<file path="config.mk">
export PLATFORM = sky130hd
export DESIGN_NAME = sor_top
export DESIGN_NICKNAME = d
export VERILOG_FILES = /design/src/include/sor_pkg.sv /design/src/sor_top.sv
export SDC_FILE = /design/constraint.sdc
export NUM_CORES = 1
export LEC_CHECK = 0
export ABC_AREA = 1
export BUFFER_PORTS_ARGS = -buffer_cell sky130_fd_sc_hd__buf_2
export CORE_ASPECT_RATIO = 0.8
export CORE_MARGIN = 5
export CORE_UTILIZATION = 57
export DETAILED_ROUTE_END_ITERATION = 12
export PLACE_DENSITY = 0.95
export SYNTH_ARGS = -nofsm -noshare
export SYNTH_HDL_FRONTEND = slang
export SYNTH_SLANG_ARGS = --single-unit
</file>
<file path="constraint.sdc">
create_clock -name pclk -period 3.7 [get_ports pclk]
set_input_delay 0.37 -clock pclk [delete_from_list [all_inputs] [get_ports pclk]]
set_output_delay 0.37 -clock pclk [all_outputs]
set_load 0.02 [all_outputs]
</file>
<file path="src/include/sor_pkg.sv">
// Constants, field layouts and carrier types of the system options and periodic timer block.
package sor_pkg;

    // ----------------------------------------------------------------
    // Register map and fields
    // ----------------------------------------------------------------
    localparam logic [7:0] OFS_OPTIONS = 8'h00;
    localparam logic [7:0] OFS_ID_HIGH = 8'h04;
    localparam logic [7:0] OFS_ID_LOW = 8'h08;
    localparam logic [7:0] OFS_TIMER = 8'h0c;

    localparam int OPT_WDOG_EN_BIT = 7;
    localparam int OPT_WDOG_LONG_BIT = 6;
    localparam int OPT_STOP_BIT = 5;
    localparam int OPT_DEBUG_PIN_BIT = 1;
    localparam int OPT_RESET_PIN_BIT = 0;

    localparam int TMR_FLAG_BIT = 7;
    localparam int TMR_ACK_BIT = 6;
    localparam int TMR_CLKSEL_BIT = 5;
    localparam int TMR_IRQEN_BIT = 4;

    // Reset values of the options fields; the debug pin enable is loaded later from straps.
    localparam logic OPT_WDOG_EN_RESET = 1'h1;
    localparam logic OPT_WDOG_LONG_RESET = 1'h1;
    localparam logic OPT_STOP_RESET = 1'h0;
    localparam logic OPT_DEBUG_PIN_RESET = 1'h1;
    localparam logic OPT_RESET_PIN_RESET = 1'h0;

    // ----------------------------------------------------------------
    // Timing
    // ----------------------------------------------------------------
    localparam int EXT_DIV = 32;
    localparam logic [8:0] WDOG_SHORT_TICKS = 9'h020;
    localparam logic [8:0] WDOG_LONG_TICKS = 9'h100;

    // Period in source ticks (1 ms oscillator ticks, or 32 external reference edges) for each period select value; zero means stopped.
    function automatic logic [10:0] sor_period_ticks(input logic [2:0] sel);
        case (sel)
            3'h1: sor_period_ticks = 11'h008;
            3'h2: sor_period_ticks = 11'h020;
            3'h3: sor_period_ticks = 11'h040;
            3'h4: sor_period_ticks = 11'h080;
            3'h5: sor_period_ticks = 11'h100;
            3'h6: sor_period_ticks = 11'h200;
            3'h7: sor_period_ticks = 11'h400;
            default: sor_period_ticks = 11'h000;
        endcase
    endfunction : sor_period_ticks

    // ----------------------------------------------------------------
    // Carrier types
    // ----------------------------------------------------------------
    typedef struct packed {
        logic watchdog_enable;
        logic watchdog_long_timeout;
        logic stop_permit;
        logic debug_pin_enable;
        logic reset_pin_enable;
    } sor_options_type;

    typedef struct packed {
        logic periodic_timeout_flag;
        logic periodic_clock_select;
        logic periodic_irq_enable;
        logic [2:0] periodic_period_select;
    } sor_timer_type;

endpackage : sor_pkg

</file>
<file path="src/sor_top.sv">
// System options register, part identification and periodic wakeup timer behind APB.
//
// Added by the designer: the register offsets and register access over APB.
`timescale 1ns/1ps
module sor_top #(
    parameter logic [11:0] PART_ID = 12'h5a3,
    parameter int EXT_DIVIDE = sor_pkg::EXT_DIV
) (
    input wire logic pclk,
    input wire logic presetn,
    input wire logic psel,
    input wire logic penable,
    input wire logic pwrite,
    input wire logic [7:0] paddr,
    input wire logic [31:0] pwdata,
    output logic [31:0] prdata,
    output logic pready,
    output logic pslverr,
    input wire logic mode_select_pin,
    input wire logic security_disengaged,
    input wire logic osc_1khz,
    input wire logic ext_ref_clk,
    input wire logic stop_mode,
    input wire logic low_voltage_stop_ok,
    input wire logic stop_exec,
    input wire logic watchdog_service,
    output logic watchdog_reset,
    output logic illegal_opcode_reset,
    output logic stop_enter,
    output logic debug_pin_select,
    output logic reset_pin_select,
    output logic reset_pin_pullup,
    output logic periodic_irq
);

    // PART_ID default is arbitrary and names no real part.
    // The prescaler is five bits wide, so only a divide by 32 can be served.
    if (EXT_DIVIDE != 32)
    begin : gen_divide_check
        $error("EXT_DIVIDE must be 32.");
    end

    // ----------------------------------------------------------------
    // Input synchronisers
    // ----------------------------------------------------------------
    // Bit 0 mode select, 1 security, 2 oscillator, 3 external reference.
    logic [3:0] sync1_q;
    logic [3:0] sync2_q;
    logic [3:0] sync3_q;

    always_ff @(posedge pclk or negedge presetn)
    begin
        if (!presetn)
        begin
            sync1_q <= 4'h0;
            sync2_q <= 4'h0;
            sync3_q <= 4'h0;
        end
        else
        begin
            sync1_q <= {ext_ref_clk, osc_1khz, security_disengaged, mode_select_pin};
            sync2_q <= sync1_q;
            sync3_q <= sync2_q;
        end
    end

    logic osc_tick;
    logic ext_edge;
    logic ext_running;
    assign osc_tick = sync2_q[2] & ~sync3_q[2];
    assign ext_edge = sync2_q[3] & ~sync3_q[3];
    assign ext_running = ~stop_mode | low_voltage_stop_ok;

    // ----------------------------------------------------------------
    // Strap capture and bus slave
    // ----------------------------------------------------------------
    // The strap pins need two edges through the synchroniser, so the bus is held off until
    // registered read data already shows the debug pin enable's real reset value.
    typedef enum {SOR_SYNC0, SOR_SYNC1, SOR_LOAD, SOR_RUN} sor_state_type;
    sor_state_type state_q, state_d;
    logic pready_q, pready_d;
    logic pslverr_q, pslverr_d;
    logic [31:0] prdata_q, prdata_d;
    sor_pkg::sor_options_type opt_q, opt_d;
    logic locked_q, locked_d;
    sor_pkg::sor_timer_type tmr_q, tmr_d;

    logic opt_write;
    logic tmr_write;
    logic mapped;
    assign mapped = (paddr == sor_pkg::OFS_OPTIONS) || (paddr == sor_pkg::OFS_ID_HIGH)
        || (paddr == sor_pkg::OFS_ID_LOW) || (paddr == sor_pkg::OFS_TIMER);
    assign opt_write = psel & penable & pwrite & pready_q & (paddr == sor_pkg::OFS_OPTIONS);
    assign tmr_write = psel & penable & pwrite & pready_q & (paddr == sor_pkg::OFS_TIMER);

    always_comb
    begin
        state_d = state_q;
        pready_d = pready_q;
        pslverr_d = 1'h0;
        prdata_d = 32'h0;
        case (state_q)
            SOR_SYNC0: state_d = SOR_SYNC1;
            SOR_SYNC1: state_d = SOR_LOAD;
            SOR_LOAD: state_d = SOR_RUN;
            SOR_RUN:
            begin
                state_d = SOR_RUN;
                pready_d = 1'h1;
            end
            default: state_d = SOR_SYNC0;
        endcase
        if (psel && !pwrite)
        begin
            case (paddr)
                sor_pkg::OFS_OPTIONS:
                    prdata_d = {24'h0, opt_q.watchdog_enable, opt_q.watchdog_long_timeout,
                        opt_q.stop_permit, 3'h0, opt_q.debug_pin_enable,
                        opt_q.reset_pin_enable};
                sor_pkg::OFS_ID_HIGH: prdata_d = {28'h0, PART_ID[11:8]};
                sor_pkg::OFS_ID_LOW: prdata_d = {24'h0, PART_ID[7:0]};
                sor_pkg::OFS_TIMER:
                    prdata_d = {24'h0, tmr_q.periodic_timeout_flag, 1'h0,
                        tmr_q.periodic_clock_select, tmr_q.periodic_irq_enable, 1'h0,
                        tmr_q.periodic_period_select};
                default: prdata_d = 32'h0;
            endcase
        end
        if (psel && !mapped)
            pslverr_d = 1'h1;
    end

    // ----------------------------------------------------------------
    // System options
    // ----------------------------------------------------------------
    always_comb
    begin
        opt_d = opt_q;
        locked_d = locked_q;
        if (state_q == SOR_LOAD)
        begin
            opt_d.debug_pin_enable = ~sync2_q[0] | sync2_q[1];
        end
        if (opt_write && !locked_q)
        begin
            locked_d = 1'h1;
            opt_d.watchdog_enable = pwdata[sor_pkg::OPT_WDOG_EN_BIT];
            opt_d.watchdog_long_timeout = pwdata[sor_pkg::OPT_WDOG_LONG_BIT];
            opt_d.stop_permit = pwdata[sor_pkg::OPT_STOP_BIT];
            opt_d.debug_pin_enable = opt_q.debug_pin_enable
                & pwdata[sor_pkg::OPT_DEBUG_PIN_BIT];
            opt_d.reset_pin_enable = pwdata[sor_pkg::OPT_RESET_PIN_BIT];
        end
    end

    always_ff @(posedge pclk or negedge presetn)
    begin
        if (!presetn)
        begin
            state_q <= SOR_SYNC0;
            pready_q <= 1'h0;
            pslverr_q <= 1'h0;
            prdata_q <= 32'h0;
            opt_q <= '{sor_pkg::OPT_WDOG_EN_RESET, sor_pkg::OPT_WDOG_LONG_RESET,
                sor_pkg::OPT_STOP_RESET, sor_pkg::OPT_DEBUG_PIN_RESET,
                sor_pkg::OPT_RESET_PIN_RESET};
            locked_q <= 1'h0;
        end
        else
        begin
            state_q <= state_d;
            pready_q <= pready_d;
            pslverr_q <= pslverr_d;
            prdata_q <= prdata_d;
            opt_q <= opt_d;
            locked_q <= locked_d;
        end
    end

    assign prdata = prdata_q;
    assign pready = pready_q;
    assign pslverr = pslverr_q;
    assign debug_pin_select = opt_q.debug_pin_enable;
    assign reset_pin_select = opt_q.reset_pin_enable;
    assign reset_pin_pullup = opt_q.reset_pin_enable;

    // ----------------------------------------------------------------
    // Watchdog and stop control
    // ----------------------------------------------------------------
    logic [8:0] wd_cnt_q, wd_cnt_d;
    logic wd_reset_q, wd_reset_d;
    logic illegal_q, illegal_d;
    logic stop_enter_q, stop_enter_d;
    logic [8:0] wd_limit;

    assign wd_limit = opt_q.watchdog_long_timeout ? sor_pkg::WDOG_LONG_TICKS
        : sor_pkg::WDOG_SHORT_TICKS;

    always_comb
    begin
        wd_cnt_d = wd_cnt_q;
        wd_reset_d = 1'h0;
        if (!opt_q.watchdog_enable || watchdog_service)
            wd_cnt_d = 9'h000;
        else if (osc_tick)
        begin
            if (wd_cnt_q + 9'h001 >= wd_limit)
            begin
                wd_cnt_d = 9'h000;
                wd_reset_d = 1'h1;
            end
            else
                wd_cnt_d = wd_cnt_q + 9'h001;
        end
        stop_enter_d = stop_exec & opt_q.stop_permit;
        illegal_d = stop_exec & ~opt_q.stop_permit;
    end

    always_ff @(posedge pclk or negedge presetn)
    begin
        if (!presetn)
        begin
            wd_cnt_q <= 9'h000;
            wd_reset_q <= 1'h0;
            illegal_q <= 1'h0;
            stop_enter_q <= 1'h0;
        end
        else
        begin
            wd_cnt_q <= wd_cnt_d;
            wd_reset_q <= wd_reset_d;
            illegal_q <= illegal_d;
            stop_enter_q <= stop_enter_d;
        end
    end

    assign watchdog_reset = wd_reset_q;
    assign illegal_opcode_reset = illegal_q;
    assign stop_enter = stop_enter_q;

    // ----------------------------------------------------------------
    // Periodic wakeup timer
    // ----------------------------------------------------------------
    logic [4:0] pre_q, pre_d;
    logic [10:0] cnt_q, cnt_d;
    logic irq_q, irq_d;
    logic timeout;
    logic src_tick;
    logic [10:0] period;

    assign period = sor_pkg::sor_period_ticks(tmr_q.periodic_period_select);

    always_comb
    begin
        tmr_d = tmr_q;
        pre_d = pre_q;
        cnt_d = cnt_q;
        timeout = 1'h0;
        src_tick = 1'h0;
        if (ext_edge && ext_running)
        begin
            pre_d = pre_q + 5'h01;
            src_tick = tmr_q.periodic_clock_select && (pre_q == 5'h1f);
        end
        if (!tmr_q.periodic_clock_select)
            src_tick = osc_tick;
        if (period == 11'h000)
            cnt_d = 11'h000;
        else if (src_tick)
        begin
            if (cnt_q + 11'h001 >= period)
            begin
                cnt_d = 11'h000;
                timeout = 1'h1;
            end
            else
                cnt_d = cnt_q + 11'h001;
        end
        if (tmr_write)
        begin
            tmr_d.periodic_clock_select = pwdata[sor_pkg::TMR_CLKSEL_BIT];
            tmr_d.periodic_irq_enable = pwdata[sor_pkg::TMR_IRQEN_BIT];
            tmr_d.periodic_period_select = pwdata[2:0];
            if (pwdata[2:0] != tmr_q.periodic_period_select
                || pwdata[sor_pkg::TMR_CLKSEL_BIT] != tmr_q.periodic_clock_select)
            begin
                cnt_d = 11'h000;
                pre_d = 5'h00;
            end
            if (pwdata[sor_pkg::TMR_ACK_BIT])
                tmr_d.periodic_timeout_flag = 1'h0;
        end
        if (timeout)
            tmr_d.periodic_timeout_flag = 1'h1;
        irq_d = tmr_d.periodic_timeout_flag & tmr_d.periodic_irq_enable;
    end

    always_ff @(posedge pclk or negedge presetn)
    begin
        if (!presetn)
        begin
            tmr_q <= '{1'h0, 1'h0, 1'h0, 3'h0};
            pre_q <= 5'h00;
            cnt_q <= 11'h000;
            irq_q <= 1'h0;
        end
        else
        begin
            tmr_q <= tmr_d;
            pre_q <= pre_d;
            cnt_q <= cnt_d;
            irq_q <= irq_d;
        end
    end

    assign periodic_irq = irq_q;
endmodule : sor_top

</file>
# Yosys cells after proc, flatten, opt, wreduce, memory -nomap -nowiden
# Cells that the tools add are included.
[totals]
register_bits = 119
latch_bits = 0
ramBits = 0
romBits = 0
input_bits = 53
out_inout_bits = 41
wordCells = 114
memories = 0
[op_classes]
n_addsub = 3
n_mul = 0
div = 0
n_lt_le_gt_ge = 2
eq_ne = 17
n_shift = 0
n_mux = 30
bitwise_logic = 18
n_reduce_logical = 20
[op_table]
columns = ["op", "n"]
rows = [
  ["11-bit case mux with 7 select lines", 1],
  ["32-bit by 2-bit equality test with 1-bit output, second input constant", 2],
  ["11-bit 2-to-1 mux", 5],
  ["9-bit 2-to-1 mux", 4],
  ["32-bit by 1-bit equality test with 1-bit output, second input constant", 1],
  ["32-bit by 3-bit equality test with 1-bit output, second input constant", 1],
  ["32-bit zero test", 1],
  ["8-bit case mux with 4 select lines", 1],
  ["8-bit by 4-bit equality test with 1-bit output, second input constant", 2],
  ["5-bit 2-to-1 mux", 3],
  ["3-bit equality test, second input constant", 4],
  ["1-bit 2-to-1 mux", 12],
  ["11-bit by 1-bit adder with 11-bit output, second input constant", 1],
  ["1-bit bitwise AND", 11],
  ["11-bit >= comparator", 1],
  ["11-bit zero test", 1],
  ["9-bit by 1-bit adder with 9-bit output, second input constant", 1],
  ["9-bit >= comparator", 1],
  ["8-bit by 3-bit equality test with 1-bit output, second input constant", 1],
  ["8-bit zero test", 1],
  ["8-bit 2-to-1 mux", 1],
  ["3-bit by 2-bit equality test with 1-bit output, second input constant", 2],
  ["6-bit 2-to-1 mux", 1],
  ["2-bit case mux with 3 select lines", 1],
  ["other kinds (13)", 30],
]

# Longest topological paths before layout
# Gate-level depths: netlist of run 1.
[depth]
ltp_word = 9
ltp_mapped = 15
mapped_depth_nobuf = 15

# Worst setup path after synthesis of run 1
# No wires, ideal clock.
[synth_path]
path_type = "flip-flop to flip-flop"
from = "register cnt_q[0]"
to = "register cnt_q[9]"
setup_time_ns = 0.120
arrival_ns = 2.043
t_required_ns = 3.580
setup_slack_ns = 1.537
path_stages_with_launch = 14
n_path_buf = 0
synth_period_minus_slack_ns = 2.163
path_cell_list = "dfrtp_1 ha_1 nand4_1 nor2_1 nand4_1 nand2_1 inv_1 ha_1 a21oi_1 o31a_1 nand3_1 nand2_1 nand2_4 nor2_1"
[synth_via]
elab_chain_cells = 7
[synth_rtl]
columns = ["element", "line_no", "source"]
rows = [
  ["start, declared", "sor_top.sv:245", "logic [10:0] cnt_q, cnt_d;"],
  ["start signal, assigned", "sor_top.sv:311", "cnt_q <= cnt_d;"],
  ["11-bit by 1-bit adder with 11-bit output (*)", "sor_top.sv:271, sor_top.sv:277", ""],
  ["11-bit >= comparator", "sor_top.sv:271", "if (cnt_q + 11'h001 >= period)"],
  ["11-bit 2-to-1 mux (*)", "sor_top.sv:271", ""],
  ["11-bit 2-to-1 mux (*)", "sor_top.sv:269", "else if (src_tick)"],
  ["11-bit 2-to-1 mux (*)", "sor_top.sv:267", "if (period == 11'h000)"],
  ["11-bit 2-to-1 mux", "sor_top.sv:284", "if (pwdata[2:0] != tmr_q.periodic_period_select"],
  ["11-bit 2-to-1 mux (*)", "sor_top.sv:279", "if (tmr_write)"],
  ["net cnt_d[9]", "sor_top.sv:245", ""],
]
# The timed path passes the listed nets; every way through them passes the cells marked *.
# A chain may end at the register's enable or synchronous reset.

# Worst setup path in the final report of run 1
# Same ends and word-level chain as after synthesis.

==> results.json, run 1 <==
{
  "clk_pin_slew_ps": 80,
  "cts_sinks": 62,
  "n_antenna_cell": 0,
  "grtUsageTotal_pct": 20.2,
  "synth-edff-count": 0,
  "cts_tree": "yes",
  "p_switching_w": 0.000631,
  "worstPathCellList": "ha_1 > nand4_1 > nor2_1 > nand4_1 > nand2_1 > inv_1 > ha_1 > a21oi_1 > o31a_1 > nand3_1 > nand2_1 > nand2_4 > nor2_1",
  "place_congestion": 0.894,
  "routedWlPerCell_um": 13.4,
  "drv_cap": 0,
  "ys_seq_elements": 62,
  "drt_first_pass_iters": 5,
  "worstMarginPinSlew_ps": 779,
  "place_hpwl_um": 5480,
  "setup_viol": 0,
  "synth_top_area_cell": "dfrtp_1",
  "fillers": 470,
  "drcViolationCount": 0,
  "drive_above_1_share_pct": 18.4,
  "crit_buf_inv": 1,
  "post_cts_resized": 0,
  "synth.distinct_cells": 42,
  "avgSynthCellArea_um2": 8.36,
  "synth.area.top_cells": "dfrtp_1 42%, nand2_1 8.4%, buf_4 5.8%",
  "num_rows": 25,
  "yosysMostFrequentCell": "nand2_1",
  "chipHeight_um": 80.1,
  "setup_slack_ps": 1130,
  "fin_crit_sh_pct": 69.5,
  "routed_wl_um": 7420,
  "final_nets": 535,
  "grt_pass1_vias": 2687,
  "synth_ff_type": "dfrtp_1",
  "swShare_pct": 32.7,
  "endpoint_kind": "flip-flop",
  "fmax_mhz": 389,
  "core-area_mm2": 0.00594,
  "slew_headroom_pct": 48.0,
  "initialDrtViolationCount": 180,
  "cp_max_fo": 10,
  "pin_count": 94,
  "antenna_left": 0,
  "ff_latch_area_mm2": 0.00156,
  "io_buffers": 43,
  "grt_max_degree": 34,
  "crit_arrival_ps": 2810,
  "crit_family": "simple AND/OR/NAND/NOR gates",
  "fin_skew_ps": 11.7,
  "final_max_slew_viol_count": 0,
  "tns_ps": 0,
  "worstSkewPairLatency_ps": 350,
  "die_area_mm2": 0.00782,
  "crit_slowest_cell": "dfrtp_1",
  "seq_power_share_pct": 43.4,
  "cts-hold-fix-buffers": 0,
  "die_w_um": 97.6,
  "antenna_found_initial": 0,
  "power.share.clock_pct": 35.6,
  "synth_top_area_share_pct": 42.2,
  "async_reset_ff_share_pct": 100,
  "yosys-top-cells-count": "78 x nand2_1, 59 x dfrtp_1, 53 x inv_1, 46 x nor2_1, 31 x nand3_1",
  "power.density_mw_per_mm2": 491,
  "p_leak_nw": 2.02,
  "gr-total-overflow": 0,
  "area_growth_syn_to_layout_pct": 12.2,
  "p_comb_share_pct": 21.0,
  "pre_cts_ws_ps": 1210,
  "grt_first_pass_wirelength_um": 12400,
  "cts_max_level": 3,
  "rrSetupSlack_ps": 1130,
  "regToRegStartpoint": "cnt_q[0]",
  "fin_crit_ps": 2570,
  "max-vdd-ir-drop_v": 0.000360,
  "cts_setup_buffers": 0,
  "synth_cells": 419,
  "netlist_area_mm2": 0.00350,
  "critPathKind": "flip-flop to flip-flop",
  "yosysWarnings": 0,
  "max_stage_delay_ps": 430,
  "rsz0062_at_grt": "no",
  "r2r_cells": 13,
  "vias": 2871,
  "clockRootBuffer": "clkbuf_8",
  "status": "finished, final reports clean",
  "reg2reg_to": "cnt_q[9]",
  "internal_power_w": 0.00130,
  "hold_path.class": "input port to async pin",
  "multi_input_area_mm2": 0.00159,
  "hold_viol": 0,
  "ys_seq_area_share_pct": 44.4,
  "critical_path_required_ps": 3940,
  "start_kind": "flip-flop",
  "viasPerCell": 5.18,
  "cts_buffer_depth": 2,
  "cts_buffers": 9,
  "start_util_pct": 58.9
}
final cells by class:
cell class | instances | area share, %
Timing Repair Buffer | 44 | 5.67
Multi-Input combinational cell | 292 | 40.6
Inverter | 59 | 5.70
Clock buffer | 9 | 3.15
Clock inverter | 7 | 2.68
Sequential cell | 62 | 39.6
Tap cell | 81 | 2.58
stage by stage:
stage / hold WS [ps] / power (W) / area [µm²] / cells / utilization [%]
6_report: 96.1 / 0.00193 / 3930 / 554 / 66.1
5_1_grt: 102 / 0.00204 / 3930 / 554 / 66.1
4_1_cts: 104 / 0.00194 / 3930 / 554 / 66.1
3_5_place_dp: 335 / 0.00124 / 3700 / 538 / 62.2
3_3_place_gp: 334 / 0.00121 / 3700 / 538 / 62.2
2_1_floorplan: 74.4 / 0.00115 / 3590 / 443 / -
worst max-delay path by stage:
| stage | startpoint | to | slack [ps] | cells past startpoint |
|---|---|---|---|---|
| 3_3_place_gp | cnt_q[0] | cnt_q[9] | 1280 | 13 |
| 6_report | cnt_q[0] | cnt_q[9] | 1130 | 13 |
| 5_1_grt | cnt_q[0] | cnt_q[6] | 940 | 13 |
| 3_5_place_dp | cnt_q[0] | cnt_q[9] | 1210 | 13 |
| 2_1_floorplan | cnt_q[0] | cnt_q[9] | 1540 | 13 |
| 4_1_cts | cnt_q[0] | cnt_q[9] | 1160 | 13 |
power by group through the flow:
stage	sequential, W	clock [W]	combinational (W)
after global placement	0.000839	0	0.000371
final	0.000836	0.000687	0.000405
after floorplan	0.000828	0	0.000320
after CTS	0.000833	0.000697	0.000405
after detailed placement	0.000844	0	0.000399
after global routing	0.000848	0.000725	0.000465
routing by layer:
| metal | global-route usage [%] | vias up | share of wire (%) |
|---|---|---|---|
| met4 | 7.05 | 0 | 1.6 |
| met5 | 0 | - | 0 |
| li1 | - | 1401 | - |
| met3 | 6.60 | 12 | 10 |
| met1 | 25.8 | 1313 | 42 |
| met2 | 32.5 | 145 | 46 |
cell families (layout without fill, tap and decap cells):
group | Yosys count | in the layout | synth area share [%]
DFF | 62 | 62 | 44.4
xor gates and xnor gates | 13 | 13 | 3.25
adders and majority gates | 14 | 14 | 5.00
buffers and inverters | 89 | 119 | 12.6
AOI/OAI and AO/OA | 42 | 42 | 6.97
and+or+nand+nor | 198 | 198 | 27.6
other | 1 | 25 | 0.107
cells in the final DEF, fill, tap and decap left out, drive strengths merged, types with 14 or more instances in the layout:
| master | Yosys | final |
|---|---|---|
| nand2 | 82 | 82 |
| o21ai | 22 | 22 |
| dfrtp | 59 | 59 |
| nor3 | 15 | 15 |
| ha | 14 | 14 |
| nand3 | 34 | 34 |
| conb | 1 | 25 |
| buf | 30 | 44 |
| inv | 57 | 60 |
| nor2 | 50 | 50 |
registers in the layout (all words and copies together), names as in the netlist, 2 cells and up:
signal and count:
tmr_q 6, opt_q 3, state_q 2, sync3_q 2, pre_q 5, cnt_q 11
sync1_q 4, sync2_q 4, prdata 7, wd_cnt_q 9
Note: power is estimated with default switching activity, not from simulation.
==> run 2, diff against run 1 <==
- CORE_UTILIZATION: 57 -> 48
- PLACE_DENSITY: 0.95 -> 0.89
- clock period: 3.7 -> 2.3 ns (I/O delays scaled with it)
==> run 2 against run 1 <==
Net effect:
- the run now ends with negative setup slack left
- highest routed layer unchanged
- maximum frequency is 9.9% higher
- first-iteration DRC count grew 7.2%
- clock power rose by 57%
- register-to-register slack worse by 1200 ps
- sequential share of layout area down 2.5 points
- critical endpoint is now periodic_irq
- flip-flop and latch count did not move
- hold slack got worse by 11 ps
==> results.json, run 2 (synthesis gave the netlist of run 1 again) <==
{
  "pin_count": 94,
  "core-area_mm2": 0.00699,
  "die_area_mm2": 0.00911,
  "die_w_um": 105,
  "clk_pin_slew_ps": 70,
  "viasPerCell": 5.12,
  "cts_buffers": 9,
  "hold_path.class": "input port to flip-flop",
  "final_max_slew_viol_count": 0,
  "drt_first_pass_iters": 5,
  "n_antenna_cell": 0,
  "io_buffers": 43,
  "start_kind": "flip-flop",
  "cts_tree": "yes",
  "final_util_pct": 59.9,
  "status": "complete, but fails checks",
  "swShare_pct": 32.2,
  "grtUsageTotal_pct": 16.8,
  "cts_max_level": 3,
  "r2r_cells": 12,
  "top_register": "cnt_q",
  "hold_depth": 2,
  "fillers": 584,
  "num_rows": 27,
  "drcViolationCount": 0,
  "regToRegStartpoint": "cnt_q[5]",
  "p_switching_w": 0.00106,
  "clockRootBuffer": "clkbuf_8",
  "worstMarginPinSlew_ps": 705,
  "power.share.clock_pct": 33.0,
  "cts_sinks": 62,
  "final_nets": 552,
  "antenna_found_initial": 0,
  "critPathKind": "flip-flop to flip-flop",
  "tns_ps": -76.3,
  "grt_pass1_vias": 2650,
  "place_hpwl_um": 5260,
  "drv_cap": 0,
  "vias": 2956,
  "fmax_mhz": 427,
  "p_comb_share_pct": 26.4,
  "antenna_left": 0,
  "hold_start": "pwrite",
  "endpoint_kind": "flip-flop",
  "critical_path_required_ps": 2570,
  "grt_first_pass_wirelength_um": 12200,
  "rsz0062_at_grt": "yes",
  "seq_power_share_pct": 40.6,
  "gr-total-overflow": 0,
  "most-common-layout-cells": "75 x nand2_1, 59 x dfrtp_1, 51 x inv_1",
  "worstSkewPairLatency_ps": 350,
  "place_congestion": 0.849,
  "largest_reg_flops": 11,
  "max-vdd-ir-drop_v": 0.000333,
  "slew_headroom_pct": 52.9,
  "routed_wl_um": 7690,
  "power.density_mw_per_mm2": 783,
  "hold_viol": 0,
  "p_leak_nw": 2.13,
  "layout_commonest_cell": "nand2_1",
  "violations": "negative setup slack",
  "start_util_pct": 50.1,
  "fin_crit_ps": 2340,
  "routedWlPerCell_um": 13.3,
  "initialDrtViolationCount": 193,
  "internal_power_w": 0.00222,
  "multi_input_area_mm2": 0.00170,
  "fin_crit_sh_pct": 102,
  "setup_viol": 6,
  "area_growth_syn_to_layout_pct": 19.7,
  "setup_slack_ps": -40.2,
  "hold_end": "prdata[6]",
  "whs_ps": 85.2,
  "crit_arrival_ps": 2610,
  "reg2reg_to": "periodic_irq",
  "grt_max_degree": 63,
  "chipHeight_um": 86.4,
  "rrSetupSlack_ps": -40,
  "ff_latch_area_mm2": 0.00156,
  "cts_buffer_depth": 2,
  "drive_above_1_share_pct": 24.5,
  "fin_skew_ps": 8.72,
  "cp_max_fo": 4
}
[run 2: cell types whose count changed in the layout (fill, tap and decap cells not counted), moves of 3 or more]
cell / delta
buf_4: +9
dlygate4sd3_1: +5
ha_1: -3
nand2_1: -3
nor2_1: -9
nor2_2: +9
[run 2: worst max-delay path by stage]
stage	startpoint	end	slack, ps	cells after the start
3_5_place_dp	cnt_q[0]	cnt_q[5]	-50	13
2_1_floorplan	cnt_q[0]	cnt_q[9]	140	13
3_3_place_gp	cnt_q[0]	cnt_q[9]	-10	13
4_1_cts	cnt_q[0]	periodic_irq	10	13
6_report	cnt_q[5]	periodic_irq	-40	12
5_1_grt	cnt_q[5]	periodic_irq	-170	13
[run 2: per-layer routing]
| metal | vias up | GRT usage, % | wire length, µm |
|---|---|---|---|
| li1 | 1437 | - | - |
| met1 | 1358 | 21.6 | 3230 |
| met2 | 146 | 26.7 | 3640 |
| met3 | 15 | 4.77 | 665 |
| met4 | 0 | 7.15 | 161 |
| met5 | - | 0 | 0 |
[run 2: final cells by class]
| cell class | count | share of cell area [%] |
|---|---|---|
| sequential | 62 | 37.1 |
| tap | 87 | 2.60 |
| multi-input combinational | 293 | 40.7 |
| clock buffer | 11 | 3.38 |
| inverter | 59 | 5.44 |
| clock inverter | 5 | 1.94 |
| timing repair buffer | 60 | 8.87 |
[run 2: critical path, stage by stage (launching register included)]
cell	delay, ps
dfrtp_1	390
inv_1	110
nor3_1	230
nand3_1	160
xor2_2	210
inv_1	70
ha_1	290
inv_1	70
o31a_1	310
nand3_2	110
buf_6	110
nand3_4	60
a21oi_2	160
[run 2: stage by stage]
stage / std cells / total power (W) / setup slack, ps / area [µm²]
final: 577 / 0.00328 / -40.2 / 4190
after global routing: 577 / 0.00347 / -173 / 4190
after CTS: 573 / 0.00318 / 13.1 / 4070
after detailed placement: 551 / 0.00206 / -53.4 / 3770
after global placement: 551 / 0.00202 / -10.6 / 3770
after floorplan: 443 / 0.00185 / 137 / 3590
[run 2: what timing repair did]
action	in CTS	in global routing
hold endpoints to repair	63	0
endpoints found under the setup margin	12	14
cloned	0	1
setup buffers	1	3
hold buffers	5	0
resized for setup	5	22
pin swaps	4	11
[run 2: power groups by stage]
| stage | registers [W] | logic (W) | clock network [W] |
|---|---|---|---|
| detailed placement | 0.00134 | 0.000724 | 0 |
| global placement | 0.00133 | 0.000687 | 0 |
| finish | 0.00133 | 0.000867 | 0.00108 |
| global route | 0.00135 | 0.000971 | 0.00116 |
| CTS | 0.00132 | 0.000761 | 0.00110 |
| floorplan | 0.00133 | 0.000515 | 0 |
